[src/rtl/ecis_pkg.sv]
// Function
// - Each command pulse gives one phase-2 select
// - Select, phase 4, enable form incrementing pulse
// - Select clears at the next phase 1
// - Select ORed with window gives phase1-phase1 window
// - Window, coarse align, not saturated gives inhibit
// - Feedback increments need enable, coarse align, unsaturated
// - Command pulse wins; otherwise feedback pulse
// - Saturation stops counting up past 384
// - Saturation only counting up at 384
// - Saturation holds until direction-changing polarity pulse
// - Count up from zero; down only nonzero
// - Command blocks coincident read-counter polarity pulse

// ****************************************************************
// Shared constants
// ****************************************************************
package ecis_pkg;
   // Error counter width and its saturation count
   localparam int COUNT_W = 9;
   localparam logic [COUNT_W-1:0] SAT_COUNT = 9'h180;
   localparam logic [COUNT_W-1:0] COUNT_ZERO = 9'h000;
   localparam logic [COUNT_W-1:0] COUNT_ONE = 9'h001;
   localparam logic [COUNT_W-1:0] COUNT_RST = 9'h000;
   // One-hot phase strobe positions
   localparam int PH1_BIT = 0;
   localparam int PH2_BIT = 1;
   localparam int PH3_BIT = 2;
   localparam int PH4_BIT = 3;
   // Phase register after reset; the first edge then gives phase 1
   localparam logic [3:0] PHASE_RST = 4'h8;
   // Other reset values
   localparam logic FLAG_RST = 1'b0;
   localparam logic DIR_UP_RST = 1'b1;
   localparam logic POL_POS_RST = 1'b1;
endpackage : ecis_pkg

// ****************************************************************
// Four-phase timing generator
// ****************************************************************
module ecis_phase_gen (
   // Clock and reset
   input wire logic core_clk,
   input wire logic reset,
   // One-cycle phase strobes
   output logic phase1,
   output logic phase2,
   output logic phase3,
   output logic phase4
);
   typedef struct packed {
      logic [3:0] phase;
   } ecis_phase_state_t;

   ecis_phase_state_t st_reg;
   ecis_phase_state_t st_next;

   always_comb begin
      st_next = st_reg;
      st_next.phase = {st_reg.phase[2:0], st_reg.phase[3]};
   end

   // State register
   always_ff @(posedge core_clk) begin
      if (reset) begin
         st_reg.phase <= ecis_pkg::PHASE_RST;
      end else begin
         st_reg <= st_next;
      end
   end

   // Strobes come straight from the flip-flops
   assign phase1 = st_reg.phase[ecis_pkg::PH1_BIT];
   assign phase2 = st_reg.phase[ecis_pkg::PH2_BIT];
   assign phase3 = st_reg.phase[ecis_pkg::PH3_BIT];
   assign phase4 = st_reg.phase[ecis_pkg::PH4_BIT];
endmodule : ecis_phase_gen

[src/rtl/ecis_top.sv]
// ****************************************************************
// Error counter incrementing pulse selection and saturation
// ****************************************************************
module ecis_top #(
   parameter int COUNT_W = ecis_pkg::COUNT_W
) (
   // Clock and reset
   input wire logic core_clk,
   input wire logic reset,
   // Guidance computer command pulses (asynchronous pins)
   input wire logic guidance_computer_pos,
   input wire logic guidance_computer_neg,
   // Mode discretes (asynchronous pins)
   input wire logic error_counter_enable,
   input wire logic coarse_align_discrete,
   // Read counter logic (same clock, one-cycle pulses)
   input wire logic read_feedback_pulse,
   input wire logic read_up_pulse,
   input wire logic read_down_pulse,
   // Timing strobes out
   output logic phase1,
   output logic phase2,
   output logic phase3,
   output logic phase4,
   // Pulse selection outputs
   output logic synced_command_pulse,
   output logic window_n,
   output logic read_counter_inhibit,
   output logic incrementing_pulse,
   // Error counter state
   output logic count_up_cmd,
   output logic count_down_cmd,
   output logic da_polarity_pos,
   output logic saturation_flag,
   output logic [COUNT_W-1:0] error_count
);

   // ****************************************************************
   // State
   // ****************************************************************
   // Synchroniser stages first, then command tracking, then counter state
   typedef struct packed {
      logic pos_s1;
      logic pos_s2;
      logic pos_prev;
      logic neg_s1;
      logic neg_s2;
      logic neg_prev;
      logic en_s1;
      logic en_s2;
      logic ca_s1;
      logic ca_s2;
      logic pending;
      logic pending_neg;
      logic window_x;
      logic cmd_neg;
      logic select;
      logic dir_up;
      logic pol_pos;
      logic sat;
      logic [COUNT_W-1:0] count;
   } ecis_state_t;

   ecis_state_t st_reg;
   ecis_state_t st_next;

   // Phase strobes from the timing generator
   logic ph1;
   logic ph2;
   logic ph3;
   logic ph4;

   ecis_phase_gen u_phase (
      .core_clk(core_clk),
      .reset(reset),
      .phase1(ph1),
      .phase2(ph2),
      .phase3(ph3),
      .phase4(ph4)
   );

   // ****************************************************************
   // Combinational terms
   // ****************************************************************
   logic pos_edge;
   logic neg_edge;
   logic en;
   logic ca;
   logic sync_pulse;
   logic window;
   logic cmd_busy;
   logic cmd_inc;
   logic fb_inc;
   logic inc;
   logic up_pol;
   logic down_pol;
   logic at_zero;
   logic at_sat;
   logic to_up;
   logic to_down;

   // Local copies of the counter constants at this counter width
   localparam logic [COUNT_W-1:0] SAT_CNT = COUNT_W'(ecis_pkg::SAT_COUNT);
   localparam logic [COUNT_W-1:0] CNT_ZERO = COUNT_W'(ecis_pkg::COUNT_ZERO);
   localparam logic [COUNT_W-1:0] CNT_ONE = COUNT_W'(ecis_pkg::COUNT_ONE);
   localparam logic [COUNT_W-1:0] CNT_RST = COUNT_W'(ecis_pkg::COUNT_RST);

   // Timing: every strobe acts on the edge that ends its cycle. The window
   // therefore stands from the phase-2 cycle through the next phase-1 cycle,
   // and the counter moves on the edge that ends the phase-4 cycle.
   // Pin edges are taken from the second synchroniser stage only, which
   // costs two cycles of latency but keeps metastable levels out of the
   // command logic.

   // Synchronised pin levels and command edges
   always_comb begin
      pos_edge = st_reg.pos_s2 & ~st_reg.pos_prev;
      neg_edge = st_reg.neg_s2 & ~st_reg.neg_prev;
      en = st_reg.en_s2;
      ca = st_reg.ca_s2;
      at_zero = (st_reg.count == CNT_ZERO);
      at_sat = (st_reg.count == SAT_CNT);
   end

   // Pulse selection terms
   always_comb begin
      sync_pulse = st_reg.window_x & ph2;
      window = st_reg.select | st_reg.window_x;
      // A command counts as in progress from receipt to select release
      cmd_busy = st_reg.pending | window;
      cmd_inc = st_reg.select & ph4 & en;
      // feedback gated by enable, coarse align, no saturation
      fb_inc = read_feedback_pulse & en & ca & ~st_reg.sat;
      inc = cmd_inc | (fb_inc & ~st_reg.select);
   end

   // Polarity pulse selection
   // A command holds the polarity path from receipt until select drops
   always_comb begin
      up_pol = 1'b0;
      down_pol = 1'b0;
      if (sync_pulse) begin
         up_pol = ~st_reg.cmd_neg;
         down_pol = st_reg.cmd_neg;
      end else if (ca && !cmd_busy) begin
         // Gimbal moving up drains the counter, so it yields a down pulse
         up_pol = read_down_pulse;
         down_pol = read_up_pulse;
      end
      to_up = (up_pol & st_reg.pol_pos) | (down_pol & ~st_reg.pol_pos);
      to_down = (down_pol & st_reg.pol_pos) | (up_pol & ~st_reg.pol_pos);
   end

   // ****************************************************************
   // Next state
   // ****************************************************************
   always_comb begin
      st_next = st_reg;
      // Two-stage synchronisers; only the second stage is read
      st_next.pos_s1 = guidance_computer_pos;
      st_next.pos_s2 = st_reg.pos_s1;
      st_next.pos_prev = st_reg.pos_s2;
      st_next.neg_s1 = guidance_computer_neg;
      st_next.neg_s2 = st_reg.neg_s1;
      st_next.neg_prev = st_reg.neg_s2;
      st_next.en_s1 = error_counter_enable;
      st_next.en_s2 = st_reg.en_s1;
      st_next.ca_s1 = coarse_align_discrete;
      st_next.ca_s2 = st_reg.ca_s1;

      // Two edges inside one phase cycle merge into one command, so the
      // guidance computer must keep its pulses a full phase cycle apart
      // Command receipt waits for phase 1; a new edge wins over the take
      if (ph1 && st_reg.pending) begin
         st_next.pending = 1'b0;
         st_next.window_x = 1'b1;
         st_next.cmd_neg = st_reg.pending_neg;
      end
      if (pos_edge || neg_edge) begin
         st_next.pending = 1'b1;
         st_next.pending_neg = neg_edge & ~pos_edge;
      end

      // Window pulse ends at phase 3
      if (ph3) begin
         st_next.window_x = 1'b0;
      end

      if (sync_pulse) begin
         st_next.select = 1'b1;
      end else if (ph1) begin
         st_next.select = 1'b0;
      end

      // Polarity of the converter changes only at zero
      if (at_zero && up_pol) begin
         st_next.pol_pos = 1'b1;
      end else if (at_zero && down_pol) begin
         st_next.pol_pos = 1'b0;
      end

      // Polarity and direction both read at_zero, so they agree on one edge
      // Direction: at zero the new polarity always gives count up
      if (at_zero && (up_pol || down_pol)) begin
         st_next.dir_up = 1'b1;
      end else if (to_up) begin
         st_next.dir_up = 1'b1;
      end else if (to_down && !at_zero) begin
         st_next.dir_up = 1'b0;
      end

      // direction change releases saturation
      // A pulse that keeps the count going up must not drop the flag, or an
      // inhibit would slip through for one cycle at the limit
      if (st_next.dir_up != st_reg.dir_up) begin
         st_next.sat = 1'b0;
      end else if (st_reg.dir_up && at_sat) begin
         st_next.sat = 1'b1;
      end

      // Counter held at zero while the enable discrete is absent
      if (!en) begin
         st_next.count = CNT_ZERO;
      end else if (inc) begin
         // Neither end wraps: up stops at the limit, down stops at zero
         if (st_reg.dir_up) begin
            if (!at_sat) begin
               st_next.count = st_reg.count + CNT_ONE;
            end
         end else if (!at_zero) begin
            st_next.count = st_reg.count - CNT_ONE;
         end
      end
   end

   // ****************************************************************
   // State register
   // ****************************************************************
   // Reset leaves direction up and polarity positive, so a first command counts up
   always_ff @(posedge core_clk) begin
      if (reset) begin
         st_reg.pos_s1 <= ecis_pkg::FLAG_RST;
         st_reg.pos_s2 <= ecis_pkg::FLAG_RST;
         st_reg.pos_prev <= ecis_pkg::FLAG_RST;
         st_reg.neg_s1 <= ecis_pkg::FLAG_RST;
         st_reg.neg_s2 <= ecis_pkg::FLAG_RST;
         st_reg.neg_prev <= ecis_pkg::FLAG_RST;
         st_reg.en_s1 <= ecis_pkg::FLAG_RST;
         st_reg.en_s2 <= ecis_pkg::FLAG_RST;
         st_reg.ca_s1 <= ecis_pkg::FLAG_RST;
         st_reg.ca_s2 <= ecis_pkg::FLAG_RST;
         st_reg.pending <= ecis_pkg::FLAG_RST;
         st_reg.pending_neg <= ecis_pkg::FLAG_RST;
         st_reg.window_x <= ecis_pkg::FLAG_RST;
         st_reg.cmd_neg <= ecis_pkg::FLAG_RST;
         st_reg.select <= ecis_pkg::FLAG_RST;
         st_reg.dir_up <= ecis_pkg::DIR_UP_RST;
         st_reg.pol_pos <= ecis_pkg::POL_POS_RST;
         st_reg.sat <= ecis_pkg::FLAG_RST;
         st_reg.count <= CNT_RST;
      end else begin
         st_reg <= st_next;
      end
   end

   // ****************************************************************
   // Outputs
   // ****************************************************************
   // Timing strobes pass through for the read counter logic
   // The read counter logic expects each strobe to be exactly one cycle wide
   assign phase1 = ph1;
   assign phase2 = ph2;
   assign phase3 = ph3;
   assign phase4 = ph4;

   // Pulse selection outputs
   assign synced_command_pulse = sync_pulse;
   // Active-low phase1-to-phase1 window
   assign window_n = ~window;
   // inhibit for the read counter
   // Dropped while saturated, so the read counter is then left free to run
   assign read_counter_inhibit = window & ca & ~st_reg.sat;
   // read counter must honour the inhibit; feedback still loses here
   assign incrementing_pulse = inc;

   // Counter state straight from flip-flops
   assign count_up_cmd = st_reg.dir_up;
   assign count_down_cmd = ~st_reg.dir_up;
   assign da_polarity_pos = st_reg.pol_pos;
   assign saturation_flag = st_reg.sat;
   assign error_count = st_reg.count;

endmodule : ecis_top

[config.mk]
export PLATFORM = sky130hd
export DESIGN_NAME = ecis_top
export DESIGN_NICKNAME = d
export VERILOG_FILES = /design/src/rtl/ecis_pkg.sv /design/src/rtl/ecis_top.sv
export SDC_FILE = /design/constraint.sdc
export NUM_CORES = 1
export LEC_CHECK = 0
export BUFFER_PORTS_ARGS = -buffer_cell sky130_fd_sc_hd__buf_2
export CORE_ASPECT_RATIO = 2
export CORE_MARGIN = 3
export CORE_UTILIZATION = 45
export DETAILED_ROUTE_END_ITERATION = 16
export MAX_ROUTING_LAYER = met4
export PLACE_DENSITY = 0.76
export SETUP_SLACK_MARGIN = 0.4
export SLEW_MARGIN = 20
export SYNTH_ARGS = -nofsm -noshare
export SYNTH_HDL_FRONTEND = slang
export SYNTH_HIERARCHICAL = 1
export SYNTH_SLANG_ARGS = --single-unit
[constraint.sdc]
create_clock -name core_clk -period 4.23 [get_ports core_clk]
set_input_delay 0.2115 -clock core_clk [delete_from_list [all_inputs] [get_ports core_clk]]
set_output_delay 0.2115 -clock core_clk [all_outputs]
set_load 0.02 [all_outputs]
==> results.sh <==
export IMPL_status="complete, no violations"
export IMPL_start_util=0.485
export IMPL_yosysTopAreaCellShare=0.392
export IMPL_total_power_mw=0.618
export IMPL_required_ns=4.44
export IMPL_ir_drop_mv=0.319
export IMPL_nets=212
export IMPL_endpoint_kind="register"
export IMPL_p_int_mw=0.490
export IMPL_n_antenna_cell=0
export IMPL_largest_register_ffs=9
export IMPL_final_common_cell="dfxtp_1"
export IMPL_cts_resized=0
export IMPL_relSlewSlack=0.633
export IMPL_detail_route_first_pass_iterations=4
export IMPL_ys_types=49
export IMPL_postRouteAntennaNets=0
export IMPL_synth_edf_count=0
export IMPL_drive_above_1_share=0.236
export IMPL_holdCritPathClass="in2reg"
export IMPL_syn_to_final_growth_pct=13.3
export IMPL_finalCritPeriodShare=0.564
export IMPL_die_x_um=48.0
export IMPL_synth_main_ff_cell="dfxtp_1"
export IMPL_final_max_slew_violation_count=0
export IMPL_syn_area_per_cell_sq_um=9.32
export IMPL_post_cts_buffers=0
export IMPL_cts_buffers=5
export IMPL_drt_total_wl_um=3400
export IMPL_p_sw_mw=0.128
export IMPL_track_usage=0.185
export IMPL_grt_pass1_vias=1294
export IMPL_netlist_instances=170
export IMPL_grt_remaining_overflow=0
export IMPL_syn_nets=187
export IMPL_path_class="reg2reg"
export IMPL_hold_viol=0
export IMPL_synth_top_area_cell="dfxtp_1"
export IMPL_start_kind="register"
export IMPL_core_area_sq_um=3270
export IMPL_p_seq_frac=0.496
export IMPL_grt_max_degree=26
export IMPL_p_leak_nw=0.811
export IMPL_hold_buffers=0
export IMPL_io_pins=30
export IMPL_vias_per_cell=5.84
export IMPL_rows=29
export IMPL_cts_tree="yes"
export IMPL_clk_latency_ns=0.28
export IMPL_via_count=1320
export IMPL_numPortBuffers=29
export IMPL_h_tree_depth=2
export IMPL_clock_sinks=31
export IMPL_grt_pass1_wl_um=5690
export IMPL_yosysSeqAreaShare=0.392
export IMPL_finalSetupViolCount=0
export IMPL_place_congestion=0.915
export IMPL_drcViolationCount=0
export IMPL_ys_ff_latch=31
export IMPL_finalClockSkew_ns=0.00507
export IMPL_hpwlAfterDp_um=2630
export IMPL_combPwrFrac=0.062
export IMPL_cts_root_buf="clkbuf_8"
export IMPL_drt_iter0_markers=16
export IMPL_swShare=0.208
export IMPL_max_freq_mhz=419
export IMPL_critPathMaxFanout=10
export IMPL_synthesis_area_sq_um=1580
export IMPL_worstMarginPinSlew_ns=0.549
export IMPL_final_cell_mix="dfxtp_1, buf_2, a21oi_1, nor2b_1"
export IMPL_layout_min_cycle_time_ns=2.39
export IMPL_rsz0062_at_grt="false"
export IMPL_cap_violations=0
export IMPL_ys_async_sr_fraction=0
export IMPL_cp_arrival_ns=2.60
export IMPL_die_y_um=89.9
export IMPL_antenna_found_initial=0
export IMPL_die_area_sq_um=4310
export IMPL_clk_pin_slew_ns=0.06
export IMPL_clockBufferDepth=2
export IMPL_synth_area_leaders="dfxtp_1, ha_1, nor2b_1, buf_4, nand2b_1"
export IMPL_powerDensity_nw_per_um2=344
export IMPL_fin_tns_setup_ns=0
export IMPL_yosys_warnings=6
export IMPL_clock_power_share=0.442
export IMPL_wl_per_cell_um=15.0
## through the flow
| stage | area [sq um] | setup slack, ns | std cells | utilization | hold slack (ns) |
|---|---|---|---|---|---|
| 2_1_floorplan | 1580 | 1.85 | 170 | - | 0.311 |
| 3_5_place_dp | 1690 | 1.89 | 219 | 0.518 | 0.425 |
| 4_1_cts | 1800 | 1.84 | 226 | 0.550 | 0.138 |
| 5_1_grt | 1800 | 1.65 | 226 | 0.550 | 0.151 |
| 3_3_place_gp | 1690 | 1.95 | 219 | 0.518 | 0.421 |
| 6_report | 1800 | 1.84 | 226 | 0.550 | 0.144 |
## critical path, cell delays in order, from the launching register on
cell and delay [ns]:
dfxtp_1 0.45, inv_1 0.24, fa_1 0.52, a211oi_1 0.37, o21ai_0 0.19, and3_1 0.21, o21ai_1 0.15, mux2i_1 0.18
## worst paths after layout
| kind | start | endpoint | slack, ns | cells past startpoint |
|---|---|---|---|---|
| setup / recovery | count_up_cmd$_SDFF_PP1_ | error_count[8]$_SDFFE_PP0P_ | 1.84 | 7 |
| setup reg to reg | count_up_cmd$_SDFF_PP1_ | error_count[8]$_SDFFE_PP0P_ | 1.84 | 7 |
| hold / removal | error_counter_enable | st_next[19]$_SDFF_PP0_ | 0.14 | 2 |
| hold reg to reg | st_next[19]$_SDFF_PP0_ | en$_SDFF_PP0_ | 0.44 | 1 |
## metal layers
metal | vias up | track usage | part of all wire | wire length [um]
met5 | - | - | 0 | 0
met4 | 0 | 0.0876 | 0.030 | 101
met3 | 11 | 0.0440 | 0.033 | 113
met2 | 29 | 0.319 | 0.57 | 1930
met1 | 623 | 0.176 | 0.37 | 1250
li1 | 657 | - | - | -
## Yosys cell counts (4+ instances only)
library cell and n:
nor2_1 8, nand2b_1 9, nor2b_1 11, inv_1 4, a211oi_1 5, o21ai_0 6, nand3_1 6, dfxtp_1 31
a21oi_1 11, nand2_1 9, buf_4 9, ha_1 7
## power groups by stage
stage | combinational [mW] | sequential [mW] | clock [mW]
global placement | 0.0385 | 0.313 | 0
finish | 0.0386 | 0.307 | 0.273
floorplan | 0.0239 | 0.314 | 0
global route | 0.0432 | 0.308 | 0.291
detailed placement | 0.0390 | 0.313 | 0
CTS | 0.0391 | 0.307 | 0.280
## final cells by class
type,count,area [sq um]
Multi-Input combinational cell,124,873
Inverter,4,15.0
Tap cell,31,38.8
Fill cell,310,1470
Sequential cell,31,621
Clock inverter,1,30.0
Timing Repair Buffer,29,145
Clock buffer,6,72.6
## cells by family (layout without fill, tap and decap cells)
kind of cell	count (synthesis)	after routing	share of synthesized area
xor+xnor	2	2	0.0111
buf+inv	15	40	0.0569
fa+ha+maj	8	8	0.0679
mux	3	3	0.0190
flops	31	31	0.392
simple gates	70	70	0.272
compound gates	41	41	0.182
Power figures use the tool's default switching activity.
